<file path="src/hdl/cgc_pkg.sv">
// Package for the CAN general control block
package cgc_pkg;
    // ****************************************
    // Register map
    // ****************************************
    localparam logic [7:0] GENERAL_CONTROL_ADDR = 8'hAB;
    localparam logic [7:0] GENERAL_CONTROL_RESET = 8'h00;
    localparam int ABORT_BIT = 7;
    localparam int OVERLOAD_BIT = 6;
    localparam int TTC_BIT = 5;
    localparam int SYNC_BIT = 4;
    localparam int LISTEN_BIT = 3;
    localparam int TEST_BIT = 2;
    localparam int ENABLE_BIT = 1;
    localparam int RESET_BIT = 0;
    localparam int STATUS_ENABLE_BIT = 2;
    // Start delay of the protocol engine after enable
    localparam int START_PERIODS = 2;

    // ****************************************
    // Carriers
    // ****************************************
    typedef struct packed {
        logic we;
        logic re;
        logic [7:0] addr;
        logic [7:0] wdata;
    } cgc_bus_t;

    typedef struct packed {
        logic sof;
        logic eof_last;
        logic frame_busy;
        logic rx_done;
        logic tx_done;
        logic overload_start;
    } cgc_proto_t;

    typedef struct packed {
        logic run;
        logic abort_all;
        logic overload_req;
        logic listen_only;
        logic no_ack;
        logic no_retx;
        logic freeze_err_cnt;
        logic test_mode;
    } cgc_ctrl_t;
endpackage

</file>
<file path="src/hdl/cgc_general_control.sv">
// General control register and mode logic of the CAN controller
`timescale 1ns/1ps
// How it works
// RQ1: Abort bit clears all object enables, sticky
// RQ2: Abort cancels pending; current frame completes
// RQ3: Overload bit self-clears at overload start
// RQ4: Bit 5 selects time-triggered operation
// RQ5: Bit 4 picks capture at EOF or SOF
// RQ6: Bit 3 selects listening mode
// RQ7: Software keeps factory test bit cleared
// RQ8: Enable bit enables controller, ungates clock
// RQ9: Disable waits frame end, then freezes
// RQ10: Standby: tx recessive, rx off, clock stopped
// RQ11: Registers stay accessible while disabled
// RQ12: Engine starts three clocks after enable
// RQ13: Soft reset ORed with hardware reset
// RQ14: Controller comes up disabled after reset
// RQ15: Control register resets to zero
// RQ16: Status flag shows true enable state
// RQ17: Listen: no ack, no tx, counters frozen
// RQ18: Timer captured into capture pair
// RQ19: Time-triggered frames sent only once
// RQ20: Soft reset bit reads zero next cycle
module cgc_general_control #(
    parameter int MSG_OBJECTS = 4,
    parameter int TIMER_WIDTH = 16
) (
    input wire logic i_sys_clk,
    input wire logic i_rst_n,
    input wire cgc_pkg::cgc_bus_t i_bus,
    output logic [7:0] o_rdata,
    input wire cgc_pkg::cgc_proto_t i_proto,
    input wire logic [MSG_OBJECTS-1:0] i_obj_enable,
    output logic [MSG_OBJECTS-1:0] o_obj_enable_clr,
    input wire logic [TIMER_WIDTH-1:0] i_timer,
    output logic [TIMER_WIDTH-1:0] o_trigger_capture,
    input wire logic i_rx_pin,
    output logic o_tx_pin,
    input wire logic i_proto_tx,
    output logic o_rx_to_proto,
    output logic o_can_clk_en,
    output logic o_ctrl_rst,
    output logic o_enable_state_flag,
    output cgc_pkg::cgc_ctrl_t o_ctrl
);
    // ****************************************
    // State
    // ****************************************
    typedef enum {
        CGC_OFF,
        CGC_STARTING,
        CGC_RUN,
        CGC_STOPPING
    } cgc_state_t;

    cgc_state_t state;
    cgc_state_t next_state;
    logic [7:0] general_control_reg;
    logic [7:0] next_general_control_reg;
    logic soft_reset;
    logic next_soft_reset;
    logic [TIMER_WIDTH-1:0] next_capture;
    logic rx_meta;
    logic rx_sync;
    logic start_ready;
    logic ctl_write;
    logic abort_all_request;
    logic overload_frame_request;
    logic time_triggered_mode;
    logic capture_on_frame_end;
    logic controller_enable_bit;
    logic capture_hit;

    assign ctl_write = i_bus.we &&
        (i_bus.addr == cgc_pkg::GENERAL_CONTROL_ADDR);
    assign abort_all_request = general_control_reg[cgc_pkg::ABORT_BIT];
    assign overload_frame_request = general_control_reg[cgc_pkg::OVERLOAD_BIT];
    assign time_triggered_mode = general_control_reg[cgc_pkg::TTC_BIT];
    assign capture_on_frame_end = general_control_reg[cgc_pkg::SYNC_BIT];
    assign controller_enable_bit = general_control_reg[cgc_pkg::ENABLE_BIT];

    // ****************************************
    // Control register
    // ****************************************
    always_comb
    begin
        next_general_control_reg = general_control_reg;
        next_soft_reset = 1'b0;
        if (soft_reset) // [RQ13]
        begin
            next_general_control_reg = cgc_pkg::GENERAL_CONTROL_RESET;
        end
        else
        begin
            // Writable in every state [RQ11]
            if (ctl_write)
            begin
                next_general_control_reg = i_bus.wdata;
                next_general_control_reg[cgc_pkg::RESET_BIT] = 1'b0; // [RQ20]
                next_soft_reset = i_bus.wdata[cgc_pkg::RESET_BIT]; // [RQ13]
            end
            // Hardware clear wins only when no new request is written
            if (i_proto.overload_start &&
                !(ctl_write && i_bus.wdata[cgc_pkg::OVERLOAD_BIT])) // [RQ3]
            begin
                next_general_control_reg[cgc_pkg::OVERLOAD_BIT] = 1'b0;
            end
        end
    end

    always_ff @(posedge i_sys_clk or negedge i_rst_n)
    begin
        if (!i_rst_n)
        begin
            general_control_reg <= cgc_pkg::GENERAL_CONTROL_RESET; // [RQ15]
            soft_reset <= 1'b0;
        end
        else
        begin
            general_control_reg <= next_general_control_reg;
            soft_reset <= next_soft_reset;
        end
    end

    // Soft reset joined with hardware reset for the controller core
    assign o_ctrl_rst = !i_rst_n || soft_reset; // [RQ13]

    // ****************************************
    // Enable sequencing
    // ****************************************
    cgc_start_delay #(
        .PERIODS(cgc_pkg::START_PERIODS)
    ) u_start (
        .i_sys_clk(i_sys_clk),
        .i_rst_n(i_rst_n),
        .i_sync_rst(soft_reset),
        .i_go(state == CGC_STARTING),
        .o_ready(start_ready)
    );

    always_comb
    begin
        next_state = state;
        case (state)
            CGC_OFF:
            begin
                if (controller_enable_bit)
                begin
                    next_state = CGC_STARTING; // [RQ8]
                end
            end
            CGC_STARTING:
            begin
                if (!controller_enable_bit)
                begin
                    next_state = CGC_OFF;
                end
                else if (start_ready)
                begin
                    next_state = CGC_RUN; // [RQ12]
                end
            end
            CGC_RUN:
            begin
                if (!controller_enable_bit)
                begin
                    next_state = CGC_STOPPING;
                end
            end
            CGC_STOPPING:
            begin
                if (controller_enable_bit)
                begin
                    next_state = CGC_RUN;
                end
                else if (!i_proto.frame_busy)
                begin
                    next_state = CGC_OFF; // [RQ9]
                end
            end
            default:
            begin
                next_state = CGC_OFF;
            end
        endcase
        if (soft_reset)
        begin
            next_state = CGC_OFF; // [RQ14]
        end
    end

    always_ff @(posedge i_sys_clk or negedge i_rst_n)
    begin
        if (!i_rst_n)
        begin
            state <= CGC_OFF; // [RQ14]
        end
        else
        begin
            state <= next_state;
        end
    end

    // ****************************************
    // Capture and pin logic
    // ****************************************
    assign capture_hit = time_triggered_mode && (state == CGC_RUN ||
        state == CGC_STOPPING) && (capture_on_frame_end ?
        i_proto.eof_last : i_proto.sof); // [RQ5]

    always_comb
    begin
        next_capture = o_trigger_capture;
        if (soft_reset)
        begin
            next_capture = '0;
        end
        else if (capture_hit)
        begin
            next_capture = i_timer; // [RQ18]
        end
    end

    always_ff @(posedge i_sys_clk or negedge i_rst_n)
    begin
        if (!i_rst_n)
        begin
            o_trigger_capture <= '0;
            rx_meta <= 1'b1;
            rx_sync <= 1'b1;
        end
        else
        begin
            o_trigger_capture <= next_capture;
            rx_meta <= i_rx_pin;
            rx_sync <= rx_meta;
        end
    end

    // Clock runs while enabled or finishing a frame [RQ8] [RQ10]
    assign o_can_clk_en = (state != CGC_OFF);
    assign o_enable_state_flag = (state == CGC_RUN); // [RQ16]
    // Recessive out, receiver blind in standby [RQ10] [RQ17]
    assign o_tx_pin = (state == CGC_OFF) ||
        general_control_reg[cgc_pkg::LISTEN_BIT] || i_proto_tx;
    assign o_rx_to_proto = (state == CGC_OFF) ? 1'b1 : rx_sync;

    // Clears every object enable; busy frame finishes [RQ1] [RQ2]
    assign o_obj_enable_clr = abort_all_request ? i_obj_enable : '0;

    always_comb
    begin
        o_ctrl = '0;
        o_ctrl.run = (state == CGC_RUN) || (state == CGC_STOPPING); // [RQ9]
        o_ctrl.abort_all = abort_all_request; // [RQ2]
        o_ctrl.overload_req = overload_frame_request; // [RQ3]
        o_ctrl.listen_only = general_control_reg[cgc_pkg::LISTEN_BIT]; // [RQ6]
        o_ctrl.no_ack = general_control_reg[cgc_pkg::LISTEN_BIT]; // [RQ17]
        o_ctrl.freeze_err_cnt = general_control_reg[cgc_pkg::LISTEN_BIT];
        o_ctrl.no_retx = time_triggered_mode; // [RQ4] [RQ19]
        o_ctrl.test_mode = general_control_reg[cgc_pkg::TEST_BIT]; // [RQ7]
    end

    // ****************************************
    // Read path
    // ****************************************
    always_comb
    begin
        o_rdata = 8'h00;
        if (i_bus.re && i_bus.addr == cgc_pkg::GENERAL_CONTROL_ADDR)
        begin
            o_rdata = general_control_reg;
        end
    end
endmodule

</file>
<file path="src/hdl/cgc_start_delay.sv">
// Start delay counter for the protocol engine
`timescale 1ns/1ps
module cgc_start_delay #(
    parameter int PERIODS = 2
) (
    input wire logic i_sys_clk,
    input wire logic i_rst_n,
    input wire logic i_sync_rst,
    input wire logic i_go,
    output logic o_ready
);
    logic [3:0] cnt;
    logic [3:0] next_cnt;

    always_comb
    begin
        next_cnt = cnt;
        if (i_sync_rst || !i_go)
        begin
            next_cnt = 4'h0;
        end
        else if (cnt < 4'(PERIODS - 1))
        begin
            next_cnt = cnt + 4'h1;
        end
    end

    always_ff @(posedge i_sys_clk or negedge i_rst_n)
    begin
        if (!i_rst_n)
        begin
            cnt <= 4'h0;
        end
        else
        begin
            cnt <= next_cnt;
        end
    end

    // Ready in the last of PERIODS cycles, so the move follows at once
    assign o_ready = i_go && (cnt == 4'(PERIODS - 1));
endmodule

</file>
<file path="config.mk">
export PLATFORM = sky130hd
export DESIGN_NAME = cgc_general_control
export DESIGN_NICKNAME = d
export VERILOG_FILES = /design/src/hdl/cgc_pkg.sv /design/src/hdl/cgc_general_control.sv /design/src/hdl/cgc_start_delay.sv
export SDC_FILE = /design/constraint.sdc
export NUM_CORES = 1
export LEC_CHECK = 0
export BUFFER_PORTS_ARGS = -buffer_cell sky130_fd_sc_hd__clkbuf_2
export CAP_MARGIN = 20
export CORE_MARGIN = 2
export CORE_UTILIZATION = 46
export CTS_BUF_LIST = sky130_fd_sc_hd__clkbuf_8
export DETAILED_ROUTE_END_ITERATION = 10
export PLACE_DENSITY = 0.82
export SLEW_MARGIN = 10
export SYNTH_ARGS = -nofsm -noshare
export SYNTH_HDL_FRONTEND = slang
export SYNTH_HIERARCHICAL = 1
export SYNTH_SLANG_ARGS = --single-unit
</file>
<file path="constraint.sdc">
create_clock -name i_sys_clk -period 1.65 [get_ports i_sys_clk]
set_input_delay 0.33 -clock i_sys_clk [delete_from_list [all_inputs] [get_ports i_sys_clk]]
set_output_delay 0.33 -clock i_sys_clk [all_outputs]
set_load 0.02 [all_outputs]
</file>
### Word level (Yosys, flattened, before mapping)

Index checks and enable logic that the tools add are counted.
Widths: inputs -> output; s select.

| operators by class | value |
|---|---|
| add/sub/neg operators | 1 |
| multiply operators | 0 |
| div/mod/pow operators | 0 |
| $lt $le $gt $ge | 1 |
| eq/ne operators | 12 |
| shift operators | 0 |
| mux-type cells | 21 |
| bitwise logic cells | 0 |
| reductions and logical operators | 23 |

Operators with widths:

| kind | number |
|---|---|
| $mux 32 | 7 |
| $pmux 32 s4 | 1 |
| $eq 32x2->1 const B | 3 |
| $eq 32x3->1 const B | 2 |
| $logic_not 32->1 | 2 |
| $eq 32x1->1 const B | 1 |
| $mux 16 | 2 |
| $reduce_bool 32->1 | 1 |
| $mux 8 | 3 |
| $mux 4 | 3 |
| $eq 8x8->1 const B | 1 |
| $ne 4x4->1 const B | 2 |
| $logic_and 1x1->1 | 7 |
| $ne 3x3->1 const B | 2 |
| $reduce_bool 2->1 | 3 |
| $logic_or 1x1->1 | 5 |
| $mux 1 | 5 |
| $add 4x1->4 const B | 1 |
| $eq 4x1->1 const B | 1 |
| $lt 4x1->1 const B | 1 |
| $reduce_and 4->1 | 1 |
| $logic_not 1->1 | 3 |
| $reduce_bool 3->1 | 1 |

| word-level totals | value |
|---|---|
| flip-flop bits (word level) | 63 |
| latch bits | 0 |
| bits in writable memories | 0 |
| bits in read-only memories | 0 |
| input port bits | 48 |
| memories | 0 |

### Logic depth before layout (Yosys ltp)

Gate-level depths: netlist of run 1.

| depth | value |
|---|---|
| depth in word-level cells | 7 |
| mapped depth | 7 |
| depth with buffers taken out | 7 |

### Hierarchy

The synthesis of run 1 kept the hierarchy.

Modules (own cells, without submodules):

| module | instances | cells each | area each (um^2) |
|---|---|---|---|
| cgc_general_control | 1 | 119 | 1388.8 |
| cgc_start_delay | 1 | 24 | 244.0 |

### Worst setup path before layout of run 1

No wires, ideal clock.

| timing | value |
|---|---|
| path kind | input to output |
| from | input port i_bus[10] (netlist bit) |
| to | output port o_rdata[1] |
| arrival time | 1223 ps |
| path slack | 97 ps |
| cell stages on the path | 3 |
| buffers on the path | 0 |
| cells stage by stage | nand4bb_1 > nor3_1 > and2_1 |

| between the ends | value |
|---|---|
| cells in the longest elaborated chain, start to end | 3 |

Ends and longest elaborated chain:

| item | RTL line | text |
|---|---|---|
| from (decl) | cgc_general_control.sv:30 | `input wire cgc_pkg::cgc_bus_t i_bus,` |
| $eq 8x8->1 | cgc_general_control.sv:270 | `if (i_bus.re && i_bus.addr == cgc_pkg::GENERAL_CONTROL_ADDR)` |
| $logic_and 1x1->1 | cgc_general_control.sv:270 |  |
| $mux 8 | cgc_general_control.sv:270 |  |
| to (decl) | cgc_general_control.sv:31 | `output logic [7:0] o_rdata,` |

No other way between the ends.

### Final worst setup path of run 1

| timing | value |
|---|---|
| from | input port i_bus[10] (netlist bit) |
| to | output port o_rdata[2] |

Same word-level chain as after synthesis.

==> reports/qor.yml, run 1 <==
route.detailed.drc: 0
area_growth_syn_to_layout_pct: 35.63
initial_core_util_pct: 48.55
fmax_mhz: 618.1
cp_top_family: "simple AND/OR/NAND/NOR gates"
pre_cts_slack_ns: 0.002197
min_period_ns: 1.618
wire_per_inst_um: 12.27
final_cell_mix: "79 x clkbuf_2, 29 x dfrtp_1, 14 x nand2b_1"
syn-num-nets: 194
antenna_found_initial: 0
fillers: 295
async_flop_share_pct: 100.0
path_cells: "clkbuf_2 > nand4bb_4 > nor3_2 > buf_4 > and2_1 > buf_2"
drive_gt1_share_pct: 50.87
final_nets: 280
io_buffers: 85
grt_pass1_vias: 1312
p_per_area_mw_per_mm2: 952.1
setup_viol: 0
synth.cell_area_mm2: 0.001633
total_power_w: 0.002108
synth_edf_count: 0
clkSinkCount: 32
yosys.area.top_type: "dfrtp_1"
min_period_over_period_pct: 98.05
ys_seq_area_share_pct: 49.20
finish.utilization_pct: 65.85
grt_max_degree: 33
htreeDepth: 2
synth-compound-area-share_pct: 12.49
ant_nets: 0
cts.reportedPaths.clkPinSlew_ns: 0.07
finalWeightedCongestion: 0.7299
critPathSlowestCell: "nor3_2"
synth_seq_cells: 32
pin_count: 89
route.vias.total: 1345
hold_violations: 0
syn_inst: 143
postRouteWirelength_mm: 3.386
cp-startpoint: "i_bus[10]"
crit_buf_inv: 3
start_kind: "input pin"
layout_commonest_cell: "clkbuf_2"
design.die.area_mm2: 0.004042
core_area_mm2: 0.003363
cp_max_fo: 6
crit_type: "in2out"
cts_tree: "yes"
ir_drop_v: 0.0003669
yosysWarningCount: 6
die_x_um: 63.58
rr_worst_depth: 3
reg2reg_slack_ns: 0.15
fin_skew_ns: 0.008930
crit_arrival_ns: 1.29
dr.pass1.iters: 4
clock_latency_ns: 0.29
slew_viol_final: 0
min_path_type: "in2async"
synthDistinctLibCells: 37
vias_per_cell: 4.873
timing.max_cap.violations: 0
tightest_slew_ns: 0.5640
synthAdderAreaFrac_pct: 2.299
synthSimpleGateAreaFrac_pct: 20.23
die_h_um: 63.58
layout_setup_ws_ns: 0.03221
synth_top_family_by_area: "simple AND/OR/NAND/NOR gates"
synthMuxAreaShare_pct: 6.437
grt_pass1_wl_mm: 5.802
tns_ns: 0
postCtsSetupRepairBufs: 0
syn_area_per_cell_um2: 11.42
end_kind: "primary output"
synth_top_cell_area_share_pct: 45.98
leakagePower_nw: 1.159
grt.total_usage_pct: 18.83
std_cell_rows: 21
antenna_cells: 0
slowest_delay_ns: 0.22
required_ns: 1.32
status: "finished, final reports clean"
synth_xor_area_share_pct: 0.5364
synth_area_leaders: "dfrtp_1 46%, mux2i_1 5.5%, a22o_1 5.4%, nand2b_1 5.4%, and2_1 3.8%"
cts-root-buf: "clkbuf_8"
cts.path.max_buffers: 2
largest_reg_flops: 16
slew_headroom_pct: 62.37
dp_hpwl_mm: 2.519
grt_overflow: 0
synth_ff_type: "dfrtp_1"
dr.first_iter.drc_count: 45
timing.rr.start: "general_control_reg[4]"
cts-buffers-inserted: 5
hold_buffers: 0
r2r-end: "o_trigger_capture[15]"
==> worst max-delay path by stage <==
| stage | end | slack [ns] | depth (start not counted) |
|---|---|---|---|
| 3_3_place_gp | o_rdata[4] | 0.005 | 6 |
| 3_5_place_dp | o_rdata[1] | 0.002 | 6 |
| 2_1_floorplan | o_rdata[1] | 0.1 | 3 |
| 5_1_grt | o_rdata[5] | -0.03 | 6 |
| 4_1_cts | o_rdata[1] | 0.03 | 6 |
| 6_report | o_rdata[2] | 0.03 | 6 |
==> worst register-to-register path, stage by stage (launching register included) <==
cell	delay (ns)
dfrtp_1	0.41
mux2_4	0.33
and4b_1	0.37
a22o_2	0.28
==> synth_stat cells (2+ instances only) <==
library cell  instances
dfrtp_1              30
nand2b_1             14
a22o_1               10
and2_1               10
mux2i_1               9
buf_4                 8
inv_1                 7
a22o_2                6
nor2_1                5
nand2_1               4
nand3b_1              4
a21oi_1               3
clkbuf_1              3
ha_1                  3
buf_6                 2
dfstp_2               2
nor3_1                2
or2b_1                2
==> power breakdown <==
group | total [W] | switching [W] | leakage [nW] | internal, W
Sequential | 0.000931 | 0.0000579 | 0.378 | 0.000873
Clock | 0.000721 | 0.000279 | 0.0593 | 0.000441
Combinational | 0.000457 | 0.000260 | 0.721 | 0.000197
Total | 0.00211 | 0.000598 | 1.16 | 0.00151
==> area by class of cell <==
cell class / count / area, um2 / area share (%)
Clock buffer: 5 / 68.82 / 3.107
Clock inverter: 3 / 38.79 / 1.751
Inverter: 7 / 26.28 / 1.186
Multi-Input combinational cell: 89 / 713.2 / 32.20
Sequential cell: 32 / 804.5 / 36.33
Tap cell: 46 / 57.56 / 2.599
Timing Repair Buffer: 94 / 505.5 / 22.82
==> stage by stage <==
stage / instances / hold WS, ns / area [um2]
2_1_floorplan: 143 / 0.03441 / 1633
3_3_place_gp: 268 / 0.3469 / 2069
3_5_place_dp: 268 / 0.3497 / 2069
4_1_cts: 276 / 0.08711 / 2188
5_1_grt: 276 / 0.1085 / 2215
6_report: 276 / 0.08062 / 2215
==> routing by layer <==
| metal | part of all wire [%] | track usage (%) |
|---|---|---|
| met1 | 42 | 22.38 |
| met2 | 46 | 30.79 |
| met3 | 10 | 5.536 |
| met4 | 2.3 | 9.783 |
| met5 | 0 | 0 |
==> what timing repair did <==
item / CTS / global route
setup endpoints to repair: 6 / 5
resized for setup: 4 / 10
pin swaps: 0 / 1
endpoints found under the hold margin: 0 / 0
==> cells by family (layout without fill, tap and decap cells) <==
family,after synthesis,after routing
AOI/OAI and AO/OA,23,23
other,1,1
muxes,10,10
adders and majority gates,3,3
and+or+nand+nor,51,51
buffers and inverters,22,109
DFF,32,32
xor gates and xnor gates,1,1
Note: power is estimated with default switching activity, not from simulation.
==> inputs of run 2 (changes only) <==
--- a/config.mk
+++ b/config.mk
@@ -12,6 +12,7 @@
 export CTS_BUF_LIST = sky130_fd_sc_hd__clkbuf_8
 export DETAILED_ROUTE_END_ITERATION = 10
 export PLACE_DENSITY = 0.82
+export RECOVER_POWER = 50
 export SLEW_MARGIN = 10
 export SYNTH_ARGS = -nofsm -noshare
 export SYNTH_HDL_FRONTEND = slang
==> run 2 against run 1 <==
Against the previous run:
- critical path depth is the same
- worst hold slack improved by 0.036 ns
- fmax fell by 0.17%
- register-to-register slack is essentially flat
- sequential power about the same
- clock skew about the same
- utilization down 0.22 points
==> reports/qor.yml, run 2 (synthesis results as in run 1) <==
status: "finished, final reports clean"
p_per_area_mw_per_mm2: 953.7
critPathSlowestCell: "nor3_2"
cp_max_fo: 6
grt_overflow: 0
leakagePower_nw: 1.151
route.detailed.drc: 0
initial_core_util_pct: 48.55
placedCellCount: 268
dr.first_iter.drc_count: 40
core_area_mm2: 0.003363
cts-buffers-inserted: 5
fillers: 299
p_clk_share_pct: 34.1
clock_latency_ns: 0.29
p_switching_w: 0.0005955
finish.utilization_pct: 65.63
slowest_delay_ns: 0.22
cts.path.max_buffers: 2
fin_hold_ws_ns: 0.1171
dr.pass1.iters: 4
switching_share_pct: 28.29
register_area_um2: 804.5
intPower_w: 0.001510
layout_commonest_cell: "clkbuf_2"
route.vias.total: 1332
grt_pass1_vias: 1312
die_h_um: 63.58
fmax_mhz: 617.1
area_growth_syn_to_layout_pct: 35.17
fin_skew_ns: 0.009300
start_kind: "input pin"
slew_headroom_pct: 49.29
topRoutingLayerUsed: "met4"
min_period_ns: 1.621
cts.reportedPaths.clkPinSlew_ns: 0.07
multi_input_area_um2: 713.2
pin_count: 89
crit_arrival_ns: 1.29
pre_cts_slack_ns: 0.002197
setup_viol: 0
finalWeightedCongestion: 0.7299
antenna_found_initial: 0
end_kind: "primary output"
fin_cells: 276
cts-root-buf: "clkbuf_8"
die_x_um: 63.58
final_cell_mix: "79 x clkbuf_2, 29 x dfrtp_1, 14 x nand2b_1"
wire_per_inst_um: 12.26
p_comb_share_pct: 21.7
vias_per_cell: 4.826
hold_violations: 0
min_path_type: "in2reg"
tightest_slew_ns: 0.7607
design.die.area_mm2: 0.004042
antenna_cells: 0
grt.total_usage_pct: 18.83
ir_drop_v: 0.0003669
ant_nets: 0
seqPwrFrac_pct: 44.2
clkSinkCount: 32
min_period_over_period_pct: 98.21
wirelength_met1_mm: 1.458
cp_top_family: "simple AND/OR/NAND/NOR gates"
postRouteWirelength_mm: 3.384
drive_gt1_share_pct: 50.00
crit_type: "in2out"
dp_hpwl_mm: 2.519
total_power_w: 0.002105
std_cell_rows: 21
layout_setup_ws_ns: 0.02950
grt_max_degree: 33
crit_buf_inv: 3
largest_reg_flops: 16
wl_met2_mm: 1.521
io_buffers: 85
hold_buffers: 0
slew_viol_final: 0
met3_wirelength_um: 326
cts_tree: "yes"
path_cells: "clkbuf_2 > nand4bb_4 > nor3_2 > buf_4 > and2_1 > buf_2"
timing.max_cap.violations: 0
required_ns: 1.32
final_nets: 280
htreeDepth: 2
grt_pass1_wl_mm: 5.802
run 2: worst paths after layout:
path                            depth (start not counted)  slack (ns)                      to                   start
worst min-delay path                                    1        0.12                 rx_meta                i_rx_pin
worst max-delay path                                    6        0.03              o_rdata[2]               i_bus[10]
worst min register to register                          0        0.36                 rx_sync                 rx_meta
min in group asynchronous                               2        0.25  general_control_reg[1]                 i_rst_n
max in group asynchronous                               2        0.87                state[1]                 i_rst_n
worst max register to register                          3        0.15   o_trigger_capture[15]  general_control_reg[4]
run 2: power groups by stage:
stage	registers, W	clock network (W)	logic (W)
6_report	0.000931	0.000718	0.000456
5_1_grt	0.000942	0.000766	0.000497
4_1_cts	0.000931	0.000741	0.000461
3_5_place_dp	0.000943	0	0.000456
3_3_place_gp	0.000941	0	0.000453
2_1_floorplan	0.00102	0	0.000224
run 2: layer usage:
layer  up-vias  GRT usage (%)
li1        645              -
met1       604          22.38
met2        75          30.79
met3         8          5.536
met4         0          9.783
met5         -              0
run 2: cell type report:
| cell class | instances | area share (%) |
|---|---|---|
| multi-input combinational | 89 | 32.31 |
| clock inverter | 3 | 1.757 |
| sequential | 32 | 36.45 |
| tap | 46 | 2.608 |
| clock buffer | 5 | 3.118 |
| timing repair buffer | 94 | 22.56 |
| inverter | 7 | 1.190 |
run 2: through the flow:
| step | TNS [ns] | cell area [um2] |
|---|---|---|
| final | 0 | 2207 |
| after global routing | -0.1262 | 2207 |
| after floorplan | 0 | 1633 |
| after detailed placement | 0 | 2069 |
| after CTS | 0 | 2188 |
| after global placement | 0 | 2069 |
run 2: repair_timing:
action,in CTS,in global routing
pin swaps,0,1
setup buffers,0,0
resized for setup,4,10
endpoints found under the setup margin,6,5
==> inputs of run 3 (changes only) <==
--- a/config.mk
+++ b/config.mk
@@ -8,11 +8,13 @@
 export BUFFER_PORTS_ARGS = -buffer_cell sky130_fd_sc_hd__clkbuf_2
 export CAP_MARGIN = 20
 export CORE_MARGIN = 2
-export CORE_UTILIZATION = 46
+export CORE_UTILIZATION = 40
 export CTS_BUF_LIST = sky130_fd_sc_hd__clkbuf_8
+export CTS_CLUSTER_SIZE = 12
 export DETAILED_ROUTE_END_ITERATION = 10
-export PLACE_DENSITY = 0.82
+export PLACE_DENSITY = 0.73
 export RECOVER_POWER = 50
+export SETUP_SLACK_MARGIN = 0.15
 export SLEW_MARGIN = 10
 export SYNTH_ARGS = -nofsm -noshare
 export SYNTH_HDL_FRONTEND = slang
==> run 3 against run 2 <==
Against the previous run:
- die area grew 14%
- setup slack improved by 0.032 ns
- power rose by 5.0%
- register-to-register slack better by 0.06 ns
- utilization shrank 7.6 points
- design area increased by 4.5%
- critical path depth is 1 lower
- non-clock buffer count rose by 2
- sequential share of layout area is 1.6 points lower
- via count increased by 1.1%
==> reports/qor.yml, run 3 (synthesis results as in run 1) <==
status: "finished, final reports clean"
crit_buf_inv: 2
pin_count: 89
leakagePower_nw: 1.153
p_clk_share_pct: 36.6
antenna_found_initial: 0
path_cells: "clkbuf_2 > nand4bb_4 > nor3_4 > and2_1 > clkbuf_8"
hold_violations: 0
crit_arrival_ns: 1.26
tns_ns: 0
start_kind: "input pin"
clkSinkCount: 32
drive_gt1_share_pct: 47.41
cts-buffers-inserted: 5
hold_buffers: 0
switching_share_pct: 27.35
design.die.area_mm2: 0.004609
cp_num_cells: 5
die_x_um: 67.89
ir_drop_v: 0.0003926
grt.total_usage_pct: 15.84
grt_overflow: 0
clock_latency_ns: 0.28
ant_nets: 0
route.detailed.drc: 0
finalWeightedCongestion: 0.7025
min_path_type: "in2reg"
dp_hpwl_mm: 2.695
grt_max_degree: 33
critPathSlowestCell: "nor3_4"
r2r-end: "o_trigger_capture[15]"
antenna_cells: 0
tightest_slew_ns: 0.7774
initial_core_util_pct: 41.12
vias_per_cell: 4.773
layout_commonest_cell: "clkbuf_2"
critPathCapture: "o_rdata[3]"
fin_cells: 282
intPower_w: 0.001605
slew_headroom_pct: 48.18
io_buffers: 85
crit_type: "in2out"
finish.utilization_pct: 58.07
final_nets: 282
end_kind: "primary output"
fmax_mhz: 629.4
min_period_ns: 1.589
dpl_cell_area_mm2: 0.002092
cts.reportedPaths.clkPinSlew_ns: 0.07
cp_max_fo: 7
dr.first_iter.drc_count: 53
cts_tree: "yes"
final_cell_mix: "65 x clkbuf_2, 29 x dfrtp_1, 14 x nand2b_1"
cts.path.max_buffers: 2
slowest_delay_ns: 0.29
postRouteWirelength_mm: 3.635
final_cell_area_mm2: 0.002306
area_growth_syn_to_layout_pct: 41.23
p_switching_w: 0.0006043
largest_reg_flops: 16
cts-root-buf: "clkbuf_8"
fillers: 356
rsz0062_at_grt: "yes"
route.vias.total: 1346
die_h_um: 67.89
dr.pass1.iters: 4
reg2reg_slack_ns: 0.21
min_period_over_period_pct: 96.29
grt_pass1_vias: 1230
required_ns: 1.32
setup_viol: 0
placedCellCount: 272
grt_pass1_wl_mm: 5.361
cp_top_family: "simple AND/OR/NAND/NOR gates"
rr_worst_depth: 3
seqPwrFrac_pct: 42.0
wire_per_inst_um: 12.89
p_comb_share_pct: 21.4
core_area_mm2: 0.003971
slew_viol_final: 0
fin_skew_ns: 0.007533
cp-startpoint: "i_bus[10]"
htreeDepth: 2
timing.rr.start: "general_control_reg[4]"
p_per_area_mw_per_mm2: 958.1
std_cell_rows: 23
timing.max_cap.violations: 0
==> run 3: worst min-delay path by stage <==
stage	from	endpoint	slack (ns)	cells after the start
3_5_place_dp	rx_meta	rx_sync	0.35	0
2_1_floorplan	i_rst_n	general_control_reg[1]	0.03	0
5_1_grt	i_rx_pin	rx_meta	0.12	1
3_3_place_gp	rx_meta	rx_sync	0.35	0
4_1_cts	i_rx_pin	rx_meta	0.12	1
6_report	i_rx_pin	rx_meta	0.13	1
==> run 3: metrics by stage <==
stage | setup WS (ns) | hold WS (ns) | total power (W)
5_1_grt | -0.007681 | 0.1158 | 0.002311
3_5_place_dp | -0.02485 | 0.3522 | 0.001420
6_report | 0.06129 | 0.1305 | 0.002209
4_1_cts | 0.04593 | 0.1214 | 0.002247
2_1_floorplan | 0.1863 | 0.03441 | 0.001246
3_3_place_gp | -0.002780 | 0.3522 | 0.001406
==> run 3: area by class of cell <==
cell class              instances  area (um2)  area share (%)
multi-input cells              89       720.7           31.25
well taps                      50       62.56           2.713
clock inverters                 1       30.03           1.302
flip-flops and latches         32       804.5           34.89
repair buffers                 96       565.5           24.53
clock buffers                   7       96.34           4.178
inverters                       7       26.28           1.139
==> run 3: power groups by stage <==
stage,sequential [W],combinational [W],clock (W)
2_1_floorplan,0.00102,0.000225,0
3_3_place_gp,0.000942,0.000464,0
3_5_place_dp,0.000946,0.000473,0
4_1_cts,0.000930,0.000490,0.000827
5_1_grt,0.000940,0.000511,0.000860
6_report,0.000929,0.000473,0.000808
==> run 3: repair_timing <==
action,CTS,global route
gates cloned,0,0
pin swaps,6,3
resized for setup,19,12
endpoints found under the hold margin,0,0
setup buffers,2,0
endpoints found under the setup margin,19,12
==> run 3: metal layers <==
layer	global-route usage, %	vias up	wire [um]
li1	-	653	-
met1	19.79	632	1472
met2	25.25	53	1858
met3	4.605	8	242
met4	7.500	0	61
met5	0	-	0
==> run 3: worst register-to-register path: cells and delay by family (launching register included) <==
| family | cells | cell delay (ns) |
|---|---|---|
| AOI/OAI and AO/OA | 1 | 0.26 |
| DFF | 1 | 0.41 |
| muxes | 1 | 0.33 |
| and+or+nand+nor | 1 | 0.33 |
